### src/design/sad_pkg.sv
// Contract
// a processor write to the video strobe address becomes a macrocell write strobe with no address.
// the macrocell register is picked from the top four or eight bits of the written data.
// control registers live from the control base through the control top address.
// every control register sits on a word-aligned address.
// the processor address goes to a decoder that picks the cycle type and register index.
// a 29-bit latched copy of the address is exported, updated on the memory clock fall.
// a latched byte/word flag is exported, updated on the memory clock fall.
// data moves on the 32-bit bus, only the low 16 bits being used in 16-bit mode.
// every reset brings the memory width back to 16-bit mode.
// with the sync strap high, processor and memory both run from the memory clock.
// the system holds the sync strap low when separate clocks are supplied.
// with the test pin low, pin functions follow the three interrupt pins.
// the system never drives the test pin low in normal use.
// with the sync strap high, the processor clock input is tied to a fixed level.
package sad_pkg;
  localparam logic [31:0] SAD_VIDEO_ADDR = 32'h03400000;
  localparam logic [31:0] SAD_CTRL_BASE = 32'h03200000;
  localparam logic [31:0] SAD_CTRL_TOP = 32'h032001F8;
  localparam int SAD_LA_W = 29;
  localparam int SAD_IDX_W = 7;
  localparam logic SAD_WIDE_RST = 1'b0;
  typedef enum logic [3:0] {
    SAD_CYC_MEM = 4'h1,
    SAD_CYC_CTRL = 4'h2,
    SAD_CYC_VIDEO = 4'h4,
    SAD_CYC_BAD = 4'h8
  } sad_cycle_e;
endpackage : sad_pkg

### src/design/sad_dec_if.sv
`timescale 1ns/1ps
interface sad_dec_if;
  import sad_pkg::*;
  logic [31:0] addr;
  sad_cycle_e cycle;
  logic [sad_pkg::SAD_IDX_W-1:0] reg_idx;
  modport dec (input addr, output cycle, output reg_idx);
  modport use_side (output addr, input cycle, input reg_idx);
endinterface : sad_dec_if

### src/design/sad_decoder.sv
`timescale 1ns/1ps
module sad_decoder (
  sad_dec_if.dec d
);
  import sad_pkg::*;
  always_comb begin
    d.cycle = SAD_CYC_MEM;
    d.reg_idx = '0;
    if (d.addr == SAD_VIDEO_ADDR) begin
      d.cycle = SAD_CYC_VIDEO;
    end else if (d.addr >= SAD_CTRL_BASE && d.addr <= SAD_CTRL_TOP) begin
      // unaligned control addresses are not registers
      if (d.addr[1:0] == 2'h0) begin
        d.cycle = SAD_CYC_CTRL;
        d.reg_idx = d.addr[SAD_IDX_W+1:2];
      end else begin
        d.cycle = SAD_CYC_BAD;
      end
    end
  end
endmodule : sad_decoder

### src/design/sad_top.sv
`timescale 1ns/1ps
module sad_top (
  // clock, reset, enable
  input wire logic sys_clk,
  input wire logic rst,
  input wire logic clk_en,
  // processor side, same clock
  input wire logic [31:0] cpu_addr,
  input wire logic cpu_valid,
  input wire logic cpu_write,
  input wire logic byte_word_flag,
  input wire logic [31:0] cpu_wdata,
  input wire logic wide_mode_set,
  input wire logic wide_mode_val,
  input wire logic video_sel_wide,
  // pins
  input wire logic memory_clock_in,
  input wire logic processor_clock_in,
  input wire logic sync_select_strap,
  input wire logic test_mode_pin,
  input wire logic interrupt_pin_three,
  input wire logic interrupt_pin_six,
  input wire logic interrupt_pin_eight,
  input wire logic [31:0] data_in,
  // external bus
  output logic [sad_pkg::SAD_LA_W-1:0] latched_address_out,
  output logic latched_byte_word_flag,
  output logic [31:0] data_out,
  output logic [31:0] data_oe,
  // macrocell and register group
  output logic video_wr_strobe,
  output logic [7:0] video_reg_sel,
  output logic [31:0] video_wdata,
  output logic ctrl_sel,
  output logic [sad_pkg::SAD_IDX_W-1:0] ctrl_idx,
  output logic [31:0] cpu_rdata,
  // clocking and test
  output logic wide_mode,
  output logic processor_fast_clock,
  output logic test_active,
  output logic [2:0] test_select
);
  import sad_pkg::*;
  sad_dec_if dif();
  assign dif.addr = cpu_addr;
  sad_decoder u_dec (.d(dif));
  // pin synchronisers: three stages, change accepted when stages two and three agree
  logic [2:0] mclk_s, pclk_s, strap_s, test_s, i3_s, i6_s, i8_s;
  logic mclk_f, pclk_f, strap_f, test_f, i3_f, i6_f, i8_f;
  always_ff @(posedge sys_clk) begin
    if (rst) begin
      {mclk_s, pclk_s, strap_s, i3_s, i6_s, i8_s} <= '0;
      test_s <= 3'h7;
    end else if (clk_en) begin
      mclk_s <= {mclk_s[1:0], memory_clock_in};
      pclk_s <= {pclk_s[1:0], processor_clock_in};
      strap_s <= {strap_s[1:0], sync_select_strap};
      test_s <= {test_s[1:0], test_mode_pin};
      i3_s <= {i3_s[1:0], interrupt_pin_three};
      i6_s <= {i6_s[1:0], interrupt_pin_six};
      i8_s <= {i8_s[1:0], interrupt_pin_eight};
    end
  end
  always_ff @(posedge sys_clk) begin
    if (rst) begin
      {mclk_f, pclk_f, strap_f, i3_f, i6_f, i8_f} <= '0;
      test_f <= 1'b1;
    end else if (clk_en) begin
      if (mclk_s[1] == mclk_s[2]) mclk_f <= mclk_s[2];
      if (pclk_s[1] == pclk_s[2]) pclk_f <= pclk_s[2];
      if (strap_s[1] == strap_s[2]) strap_f <= strap_s[2];
      if (test_s[1] == test_s[2]) test_f <= test_s[2];
      if (i3_s[1] == i3_s[2]) i3_f <= i3_s[2];
      if (i6_s[1] == i6_s[2]) i6_f <= i6_s[2];
      if (i8_s[1] == i8_s[2]) i8_f <= i8_s[2];
    end
  end
  logic mclk_d;
  logic mclk_fall;
  always_ff @(posedge sys_clk) begin
    if (rst) mclk_d <= 1'b0;
    else if (clk_en) mclk_d <= mclk_f;
  end
  assign mclk_fall = mclk_d & ~mclk_f;
  // address and flag latches follow the memory clock's falling edge
  always_ff @(posedge sys_clk) begin
    if (rst) begin
      latched_address_out <= '0;
      latched_byte_word_flag <= 1'b0;
    end else if (clk_en && mclk_fall) begin
      latched_address_out <= cpu_addr[SAD_LA_W-1:0];
      latched_byte_word_flag <= byte_word_flag;
    end
  end
  // memory width: narrow after every reset so boot works from either rom width
  always_ff @(posedge sys_clk) begin
    if (rst) wide_mode <= SAD_WIDE_RST;
    else if (clk_en && wide_mode_set) wide_mode <= wide_mode_val;
  end
  always_ff @(posedge sys_clk) begin
    if (rst) begin
      data_out <= '0;
      data_oe <= '0;
      cpu_rdata <= '0;
    end else if (clk_en) begin
      if (cpu_valid && cpu_write && dif.cycle == SAD_CYC_MEM) begin
        data_out <= wide_mode ? cpu_wdata : {16'h0000, cpu_wdata[15:0]};
        data_oe <= wide_mode ? 32'hFFFFFFFF : 32'h0000FFFF;
      end else begin
        data_oe <= '0;
      end
      cpu_rdata <= wide_mode ? data_in : {16'h0000, data_in[15:0]};
    end
  end
  // macrocell sees data only; its register select comes from the top data bits
  always_ff @(posedge sys_clk) begin
    if (rst) begin
      video_wr_strobe <= 1'b0;
      video_reg_sel <= '0;
      video_wdata <= '0;
      ctrl_sel <= 1'b0;
      ctrl_idx <= '0;
    end else if (clk_en) begin
      video_wr_strobe <= cpu_valid && cpu_write && dif.cycle == SAD_CYC_VIDEO;
      if (cpu_valid && cpu_write && dif.cycle == SAD_CYC_VIDEO) begin
        video_wdata <= cpu_wdata;
        video_reg_sel <= video_sel_wide ? cpu_wdata[31:24] : {4'h0, cpu_wdata[31:28]};
      end
      ctrl_sel <= cpu_valid && dif.cycle == SAD_CYC_CTRL;
      ctrl_idx <= dif.reg_idx;
    end
  end
  // strap high: processor clock follows memory clock, processor pin ignored
  always_ff @(posedge sys_clk) begin
    if (rst) processor_fast_clock <= 1'b0;
    else if (clk_en) processor_fast_clock <= strap_f ? mclk_f : pclk_f;
  end
  always_ff @(posedge sys_clk) begin
    if (rst) begin
      test_active <= 1'b0;
      test_select <= '0;
    end else if (clk_en) begin
      test_active <= ~test_f;
      test_select <= test_f ? 3'h0 : {i8_f, i6_f, i3_f};
    end
  end
  // assertions
  property p_video_strobe;
    @(posedge sys_clk) disable iff (rst)
    (clk_en && cpu_valid && cpu_write && cpu_addr == SAD_VIDEO_ADDR) |=> video_wr_strobe;
  endproperty
  a_video_strobe: assert property (p_video_strobe) else $error("video strobe missing");
  property p_video_sel;
    @(posedge sys_clk) disable iff (rst)
    (clk_en && cpu_valid && cpu_write && cpu_addr == SAD_VIDEO_ADDR && !video_sel_wide)
      |=> video_reg_sel == {4'h0, $past(cpu_wdata[31:28])};
  endproperty
  a_video_sel: assert property (p_video_sel) else $error("video select wrong");
  property p_ctrl_range;
    @(posedge sys_clk) disable iff (rst)
    // a frozen select is a stale pulse, so only a select made on a live edge is judged
    (ctrl_sel && $past(clk_en))
      |-> $past(cpu_addr) >= SAD_CTRL_BASE && $past(cpu_addr) <= SAD_CTRL_TOP;
  endproperty
  a_ctrl_range: assert property (p_ctrl_range) else $error("control select out of range");
  property p_ctrl_align;
    @(posedge sys_clk) disable iff (rst)
    (ctrl_sel && $past(clk_en))
      |-> $past(cpu_addr[1:0]) == 2'h0 && ctrl_idx == $past(cpu_addr[8:2]);
  endproperty
  a_ctrl_align: assert property (p_ctrl_align) else $error("control index wrong");
  property p_latch;
    @(posedge sys_clk) disable iff (rst)
    (clk_en && mclk_fall) |=> latched_address_out == $past(cpu_addr[28:0])
      && latched_byte_word_flag == $past(byte_word_flag);
  endproperty
  a_latch: assert property (p_latch) else $error("latch not updated");
  property p_latch_hold;
    @(posedge sys_clk) disable iff (rst)
    !(clk_en && mclk_fall) |=> $stable(latched_address_out) && $stable(latched_byte_word_flag);
  endproperty
  a_latch_hold: assert property (p_latch_hold) else $error("latch moved off edge");
  property p_narrow;
    @(posedge sys_clk) disable iff (rst)
    !wide_mode |-> data_oe[31:16] == 16'h0000;
  endproperty
  a_narrow: assert property (p_narrow) else $error("upper lanes driven in narrow mode");
  property p_reset_narrow;
    @(posedge sys_clk) rst |=> !wide_mode;
  endproperty
  a_reset_narrow: assert property (p_reset_narrow) else $error("not narrow after reset");
  property p_sync_clk;
    @(posedge sys_clk) disable iff (rst)
    (clk_en && strap_f) |=> processor_fast_clock == $past(mclk_f);
  endproperty
  a_sync_clk: assert property (p_sync_clk) else $error("sync clock wrong");
  property p_test;
    @(posedge sys_clk) disable iff (rst)
    (clk_en && test_f) |=> !test_active && test_select == 3'h0;
  endproperty
  a_test: assert property (p_test) else $error("test mode in normal use");
  // the strobe may only follow a taken video write, never a read or another address
  property p_video_only;
    @(posedge sys_clk) disable iff (rst)
    (video_wr_strobe && $past(clk_en))
      |-> $past(cpu_valid && cpu_write && cpu_addr == SAD_VIDEO_ADDR);
  endproperty
  a_video_only: assert property (p_video_only) else $error("stray video strobe");
  // a memory cycle is any write away from the video address and the control range
  property p_mem_lanes;
    @(posedge sys_clk) disable iff (rst)
    (clk_en && cpu_valid && cpu_write && cpu_addr != SAD_VIDEO_ADDR
      && (cpu_addr < SAD_CTRL_BASE || cpu_addr > SAD_CTRL_TOP))
      |=> data_oe == ($past(wide_mode) ? 32'hFFFFFFFF : 32'h0000FFFF)
      && data_out[15:0] == $past(cpu_wdata[15:0]);
  endproperty
  a_mem_lanes: assert property (p_mem_lanes) else $error("memory write lanes wrong");
  // a low enable freezes the block, so outputs must hold
  property p_freeze;
    @(posedge sys_clk) disable iff (rst)
    !clk_en |=> $stable(video_wr_strobe) && $stable(ctrl_sel) && $stable(data_oe)
      && $stable(wide_mode) && $stable(test_active) && $stable(processor_fast_clock);
  endproperty
  a_freeze: assert property (p_freeze) else $error("state moved while frozen");
  c_video: cover property (@(posedge sys_clk) video_wr_strobe);
  c_ctrl: cover property (@(posedge sys_clk) ctrl_sel);
  c_wide: cover property (@(posedge sys_clk) wide_mode && data_oe == 32'hFFFFFFFF);
  c_test: cover property (@(posedge sys_clk) test_active);
  c_sync: cover property (@(posedge sys_clk) strap_f && processor_fast_clock);
endmodule : sad_top

### config.mk
export PLATFORM = sky130hd
export DESIGN_NAME = sad_top
export DESIGN_NICKNAME = d
export VERILOG_FILES = /design/src/design/sad_pkg.sv /design/src/design/sad_dec_if.sv /design/src/design/sad_decoder.sv /design/src/design/sad_top.sv
export SDC_FILE = /design/constraint.sdc
export NUM_CORES = 1
export LEC_CHECK = 0
export ABC_AREA = 1
export ABC_CLOCK_PERIOD_IN_PS = 2200
export BUFFER_PORTS_ARGS = -buffer_cell sky130_fd_sc_hd__buf_2
export CORE_MARGIN = 2
export CORE_UTILIZATION = 39
export CTS_BUF_LIST = sky130_fd_sc_hd__clkbuf_4 sky130_fd_sc_hd__clkbuf_8
export CTS_CLUSTER_DIAMETER = 60
export DETAILED_ROUTE_END_ITERATION = 7
export PLACE_DENSITY = 0.67
export SETUP_SLACK_MARGIN = 0.05
export SLEW_MARGIN = 10
export SYNTH_ARGS = -nofsm -noshare
export SYNTH_HDL_FRONTEND = slang
export SYNTH_HIERARCHICAL = 1
export SYNTH_SLANG_ARGS = --single-unit
### constraint.sdc
create_clock -name sys_clk -period 2.2 [get_ports sys_clk]
set_clock_uncertainty 0.1 [all_clocks]
set_input_delay 0.33 -clock sys_clk [delete_from_list [all_inputs] [get_ports sys_clk]]
set_output_delay 0.33 -clock sys_clk [all_outputs]
set_load 0.02 [all_outputs]
After elaboration in Yosys (flattened, before gate mapping)
Cells that the tools add are included.
W data, S select, Z words.

operators by class
  $lt $le $gt $ge = 2
  eq/ne operators = 11
  mux-type cells = 13
  bitwise logic cells = 3
  reduce and logical (&&, ||, !) cells = 17

operator list
  operator                count
  $mux W32                4
  $eq A32 B26 Y1 const B  1
  $ge A32 B26 Y1 const B  1
  $le A32 B26 Y1 const B  1
  $mux W7                 3
  $reduce_and A2 Y1       9
  $mux W4                 3
  $mux W8                 1
  $eq A1 B1 Y1            7
  $logic_and A1 B1 Y1     7
  $eq A4 B1 Y1 const B    1
  $eq A4 B2 Y1 const B    1
  $eq A4 B3 Y1 const B    1
  $mux W3                 1
  $logic_not A2 Y1        1
  $not A1 Y1              2
  $and A1 B1 Y1           1
  $mux W1                 1

storage, ports and cells
  bits in registers = 210
  bits of input ports = 112
  output and inout port bits = 181
  logic and storage cells = 75

Longest topological paths before layout
  depth after elaboration = 7
  depth in mapped cells = 17
  gate-level depth less buffers = 16

By module
Netlist, hierarchy kept.

by module, submodules not included
  module       instances  cells each  area each (sq um)  sequential area each (sq um)
  sad_top      1          985         7203.2             3603.5
  sad_decoder  1          94          384.1              0.0

Worst setup path before layout
Ideal clock, no wire load.

  path type = input -> register
  start point = input port cpu_addr[29]
  end point = register data_out[0]
  setup time = 113 ps
  arrival = 1701 ps
  required time = 1987 ps
  slack = 286 ps
  stages = 11
  path buffers = 2
  cell sequence = nor2_1 > nand3_1 > o21bai_1 > a21oi_1 > inv_2 > nor2_1 > buf_2 > buf_2 > nand3_1 > nand2_1 > nor2_1

between the ends
  word-level cells in the longest chain between the ends = 7
  elaborated cells between the ends (all ways) = 9
  classes of those cells = 2 x order compare; 2 x eq/ne; 2 x mux; 3 x reduce/logical

ends and longest elaborated chain
  what                                              line               source
  start, declared                                   sad_top.sv:8       input wire logic [31:0] cpu_addr,
  $ge A32 B26 Y1 or $le A32 B26 Y1 (tied branches)  sad_decoder.sv:11  end else if (d.addr >= SAD_CTRL_BASE && d.addr <= SAD_CTRL_TOP) begin
  $logic_and A1 B1 Y1                               sad_decoder.sv:11
  $mux W4                                           sad_decoder.sv:11
  $mux W4 *                                         sad_decoder.sv:9   if (d.addr == SAD_VIDEO_ADDR) begin
  named net dif.cycle[0]                            sad_dec_if.sv:5    sad_cycle_e cycle;
  $eq A4 B1 Y1 *                                    sad_top.sv:106     if (cpu_valid && cpu_write && dif.cycle == SAD_CYC_MEM) begin
  $logic_and A1 B1 Y1 *                             sad_top.sv:106
  $reduce_and A2 Y1 (no line) *                     -
  end signal, assigned                              sad_top.sv:107     data_out <= wide_mode ? cpu_wdata : {16'h0000, cpu_wdata[15:0]};
  end, declared                                     sad_top.sv:28      output logic [31:0] data_out,

The timed path passes the listed nets; every way through them passes the cells marked *.
A chain may end at the register's enable or synchronous reset.

==> metrics.txt <==
antenna-violating nets left 0; Slew Viols, Final 0; placed cell count about 1600; cts hold-fix bufs 23; initial antenna violation count 2; Die ar. 0.0206 mm^2; RSZ-0062 raised after global routing no; min Tclk post-route 1.77 ns; initial core utilization 39.4%; CP max stage cell dfxtp_1; CP Class reg2out; CTS root buf clkbuf_8; PostCTS Resize Cnt 0; I/O pin count 293; top-count cell post-synth nor2_1; GR Util All Layers 21.2%; nets 1447; area of the core 0.0193 mm^2; ys async rst share 0%; Clock Path Buffers 2; total grt overflow 0; row count slightly above 50; Die W 143 um; worst path required time 1.77 ns; Crit Path Max Fanout 17; CP top delay family flip-flops; Worst-Skew Late Latency 0.45 ns; warnings from Yosys 6; pwr dens approximately 660 mW/mm^2; synth top area cells dfxtp_1 47%, nor2_1 13%, nand2_1 10%; routed via count between 7000 and 8000; CP cell instances buf_2; leakage power 4.81 nW; DRT iter0 DRCs 404; residual DRC count 0; Max-cap violations 0; DR pass1 iterations 5; Post-DP HPWL 15100 um; number of global-route vias before repair about 7000; Synth Cell Area 0.00759 mm^2; Setup-failing EPs final 0; HP Class in2reg; Synth Net Count 1191; post-DR wirelength/cell ~14 um; Layout area overhead 28.0%; Seq/Total Area, Yosys 47.5%; Crit path largest cell delay 0.63 ns; share of the synthesized area in the top cell type 47.5%; CP Capture Type output port; Netlist cell types 24; Port Buf Inserts 292; largest area contributor in the netlist dfxtp_1; Max rail drop VDD ~0.00038 V; synth cell count leaders 258 x nor2_1, 211 x nand2_1, 180 x dfxtp_1; Mean Syn Cell Area between 7 and 8 um^2; Area after DPL 0.00909 mm^2; Routed WL 22100 um; TritonCTS Sinks 180; htree depth 4; largest net degree at the start of global routing 67; Buf/Inv on CP 1; worst-margin pin slew 0.707 ns; Die Y around 140 um; TritonCTS clock tree built; Synth Instances 1079; Critical Path Source Type register; synthesized flop and latch total 180; Via density 4.72; Setup Fix Bufs, Post-CTS 0; WP data arrival 1.34 ns; outcome completed; crit share post-route 80.4%; GPL Wtd Cong approximately 0.87; global-route wire length before repair 34800 um; Post-synth EDFFs 0; cell area after layout ~0.0097 mm^2; Slew Limit Headroom 52.9%; Worst-path clk slew around 0.09 ns; layout cells sized above 1 26.8%; # fillers 1990; Hold Vio Cnt, Final 0; ys flop type dfxtp_1; Num CTS Buffers 17; Max Clock Freq 565 MHz; Non-Filler Instances roughly 1600; Post-Route Setup TNS 0 ns
[state kept, by name (all words and copies together), names as in the netlist, 7 cells and up]
register / flops
video_reg_sel: 8
ctrl_idx: 7
cpu_rdata: 32
data_out: 32
video_wdata: 32
latched_address_out: 29
[where the power goes]
| group | switching, mW | internal (mW) |
|---|---|---|
| sequential | 0.0554 | 3.36 |
| clock | 1.22 | 1.02 |
| combinational | 0.493 | 0.292 |
| total | 1.76 | 4.67 |
[placed cells by master (no fill, tap or decap)]
master / Yosys / layout
clkinv_2: 0 / 3
nor2_8: 1 / 1
nand3_4: 1 / 1
inv_6: 0 / 2
buf_12: 0 / 8
nor2_2: 3 / 5
inv_1: 69 / 68
nand4_2: 1 / 1
inv_2: 2 / 2
nand2_1: 211 / 211
clkinv_4: 0 / 3
diode_2: 0 / 1
o211ai_1: 2 / 2
o21bai_1: 1 / 1
nor2_4: 1 / 1
clkinvlp_4: 0 / 2
a21oi_1: 68 / 68
dlygate4sd3_1: 0 / 23
dfxtp_1: 180 / 180
bufinv_16: 0 / 1
nand3_2: 1 / 1
nand2_2: 1 / 1
nand2_4: 1 / 1
nand3b_1: 12 / 12
buf_4: 34 / 15
nor2_1: 258 / 256
o21ai_0: 49 / 49
nand3_1: 115 / 115
buf_2: 38 / 292
nand4_1: 1 / 1
clkbuf_8: 0 / 21
[per-layer routing]
layer  GRT usage (%)  wire length, um
met1            26.4             9840
met3            5.26             1480
met2            34.9            10100
met5               0               16
met4            8.72              662
[stage by stage]
step	hold slack, ns	utilization (%)	setup WS, ns	total power, mW
after floorplan	0.329	-	0.286	3.94
after global placement	0.346	47.2	0.0508	4.23
after detailed placement	0.350	47.2	0.0184	4.23
after CTS	0.000818	50.4	0.385	6.50
after global routing	0.00130	50.4	0.244	6.73
final	0.0344	50.4	0.431	6.43
[cells by family after synthesis]
family	count (synthesis)	synth area share, %
DFF	180	47.5
AOI/OAI and AO/OA	120	8.01
and+or+nand+nor	607	33.5
buffers and inverters	172	11.0
[worst paths after layout]
| path | start | to | slack (ns) | cells after the start |
|---|---|---|---|---|
| worst max-delay path | data_oe[15] | data_oe[2] | 0.43 | 1 |
| worst min-delay path | data_in[28] | cpu_rdata[28] | 0.03 | 3 |
| worst max register to register | wide_mode | data_out[29] | 0.80 | 5 |
| worst min register to register | latched_address_out[8] | latched_address_out[8] | 0.36 | 2 |
[cell type report]
class,count,area [um^2],share of cell area [%]
Antenna cell,1,2.50,0.0258
Sequential cell,180,3600,37.1
Tap cell,265,332,3.41
Inverter,71,268,2.76
Timing Repair Buffer,338,1960,20.2
Clock buffer,21,289,2.98
Multi-Input combinational cell,727,3150,32.5
Clock inverter,10,98.8,1.02
No activity file was read; power rests on OpenSTA's default activity.
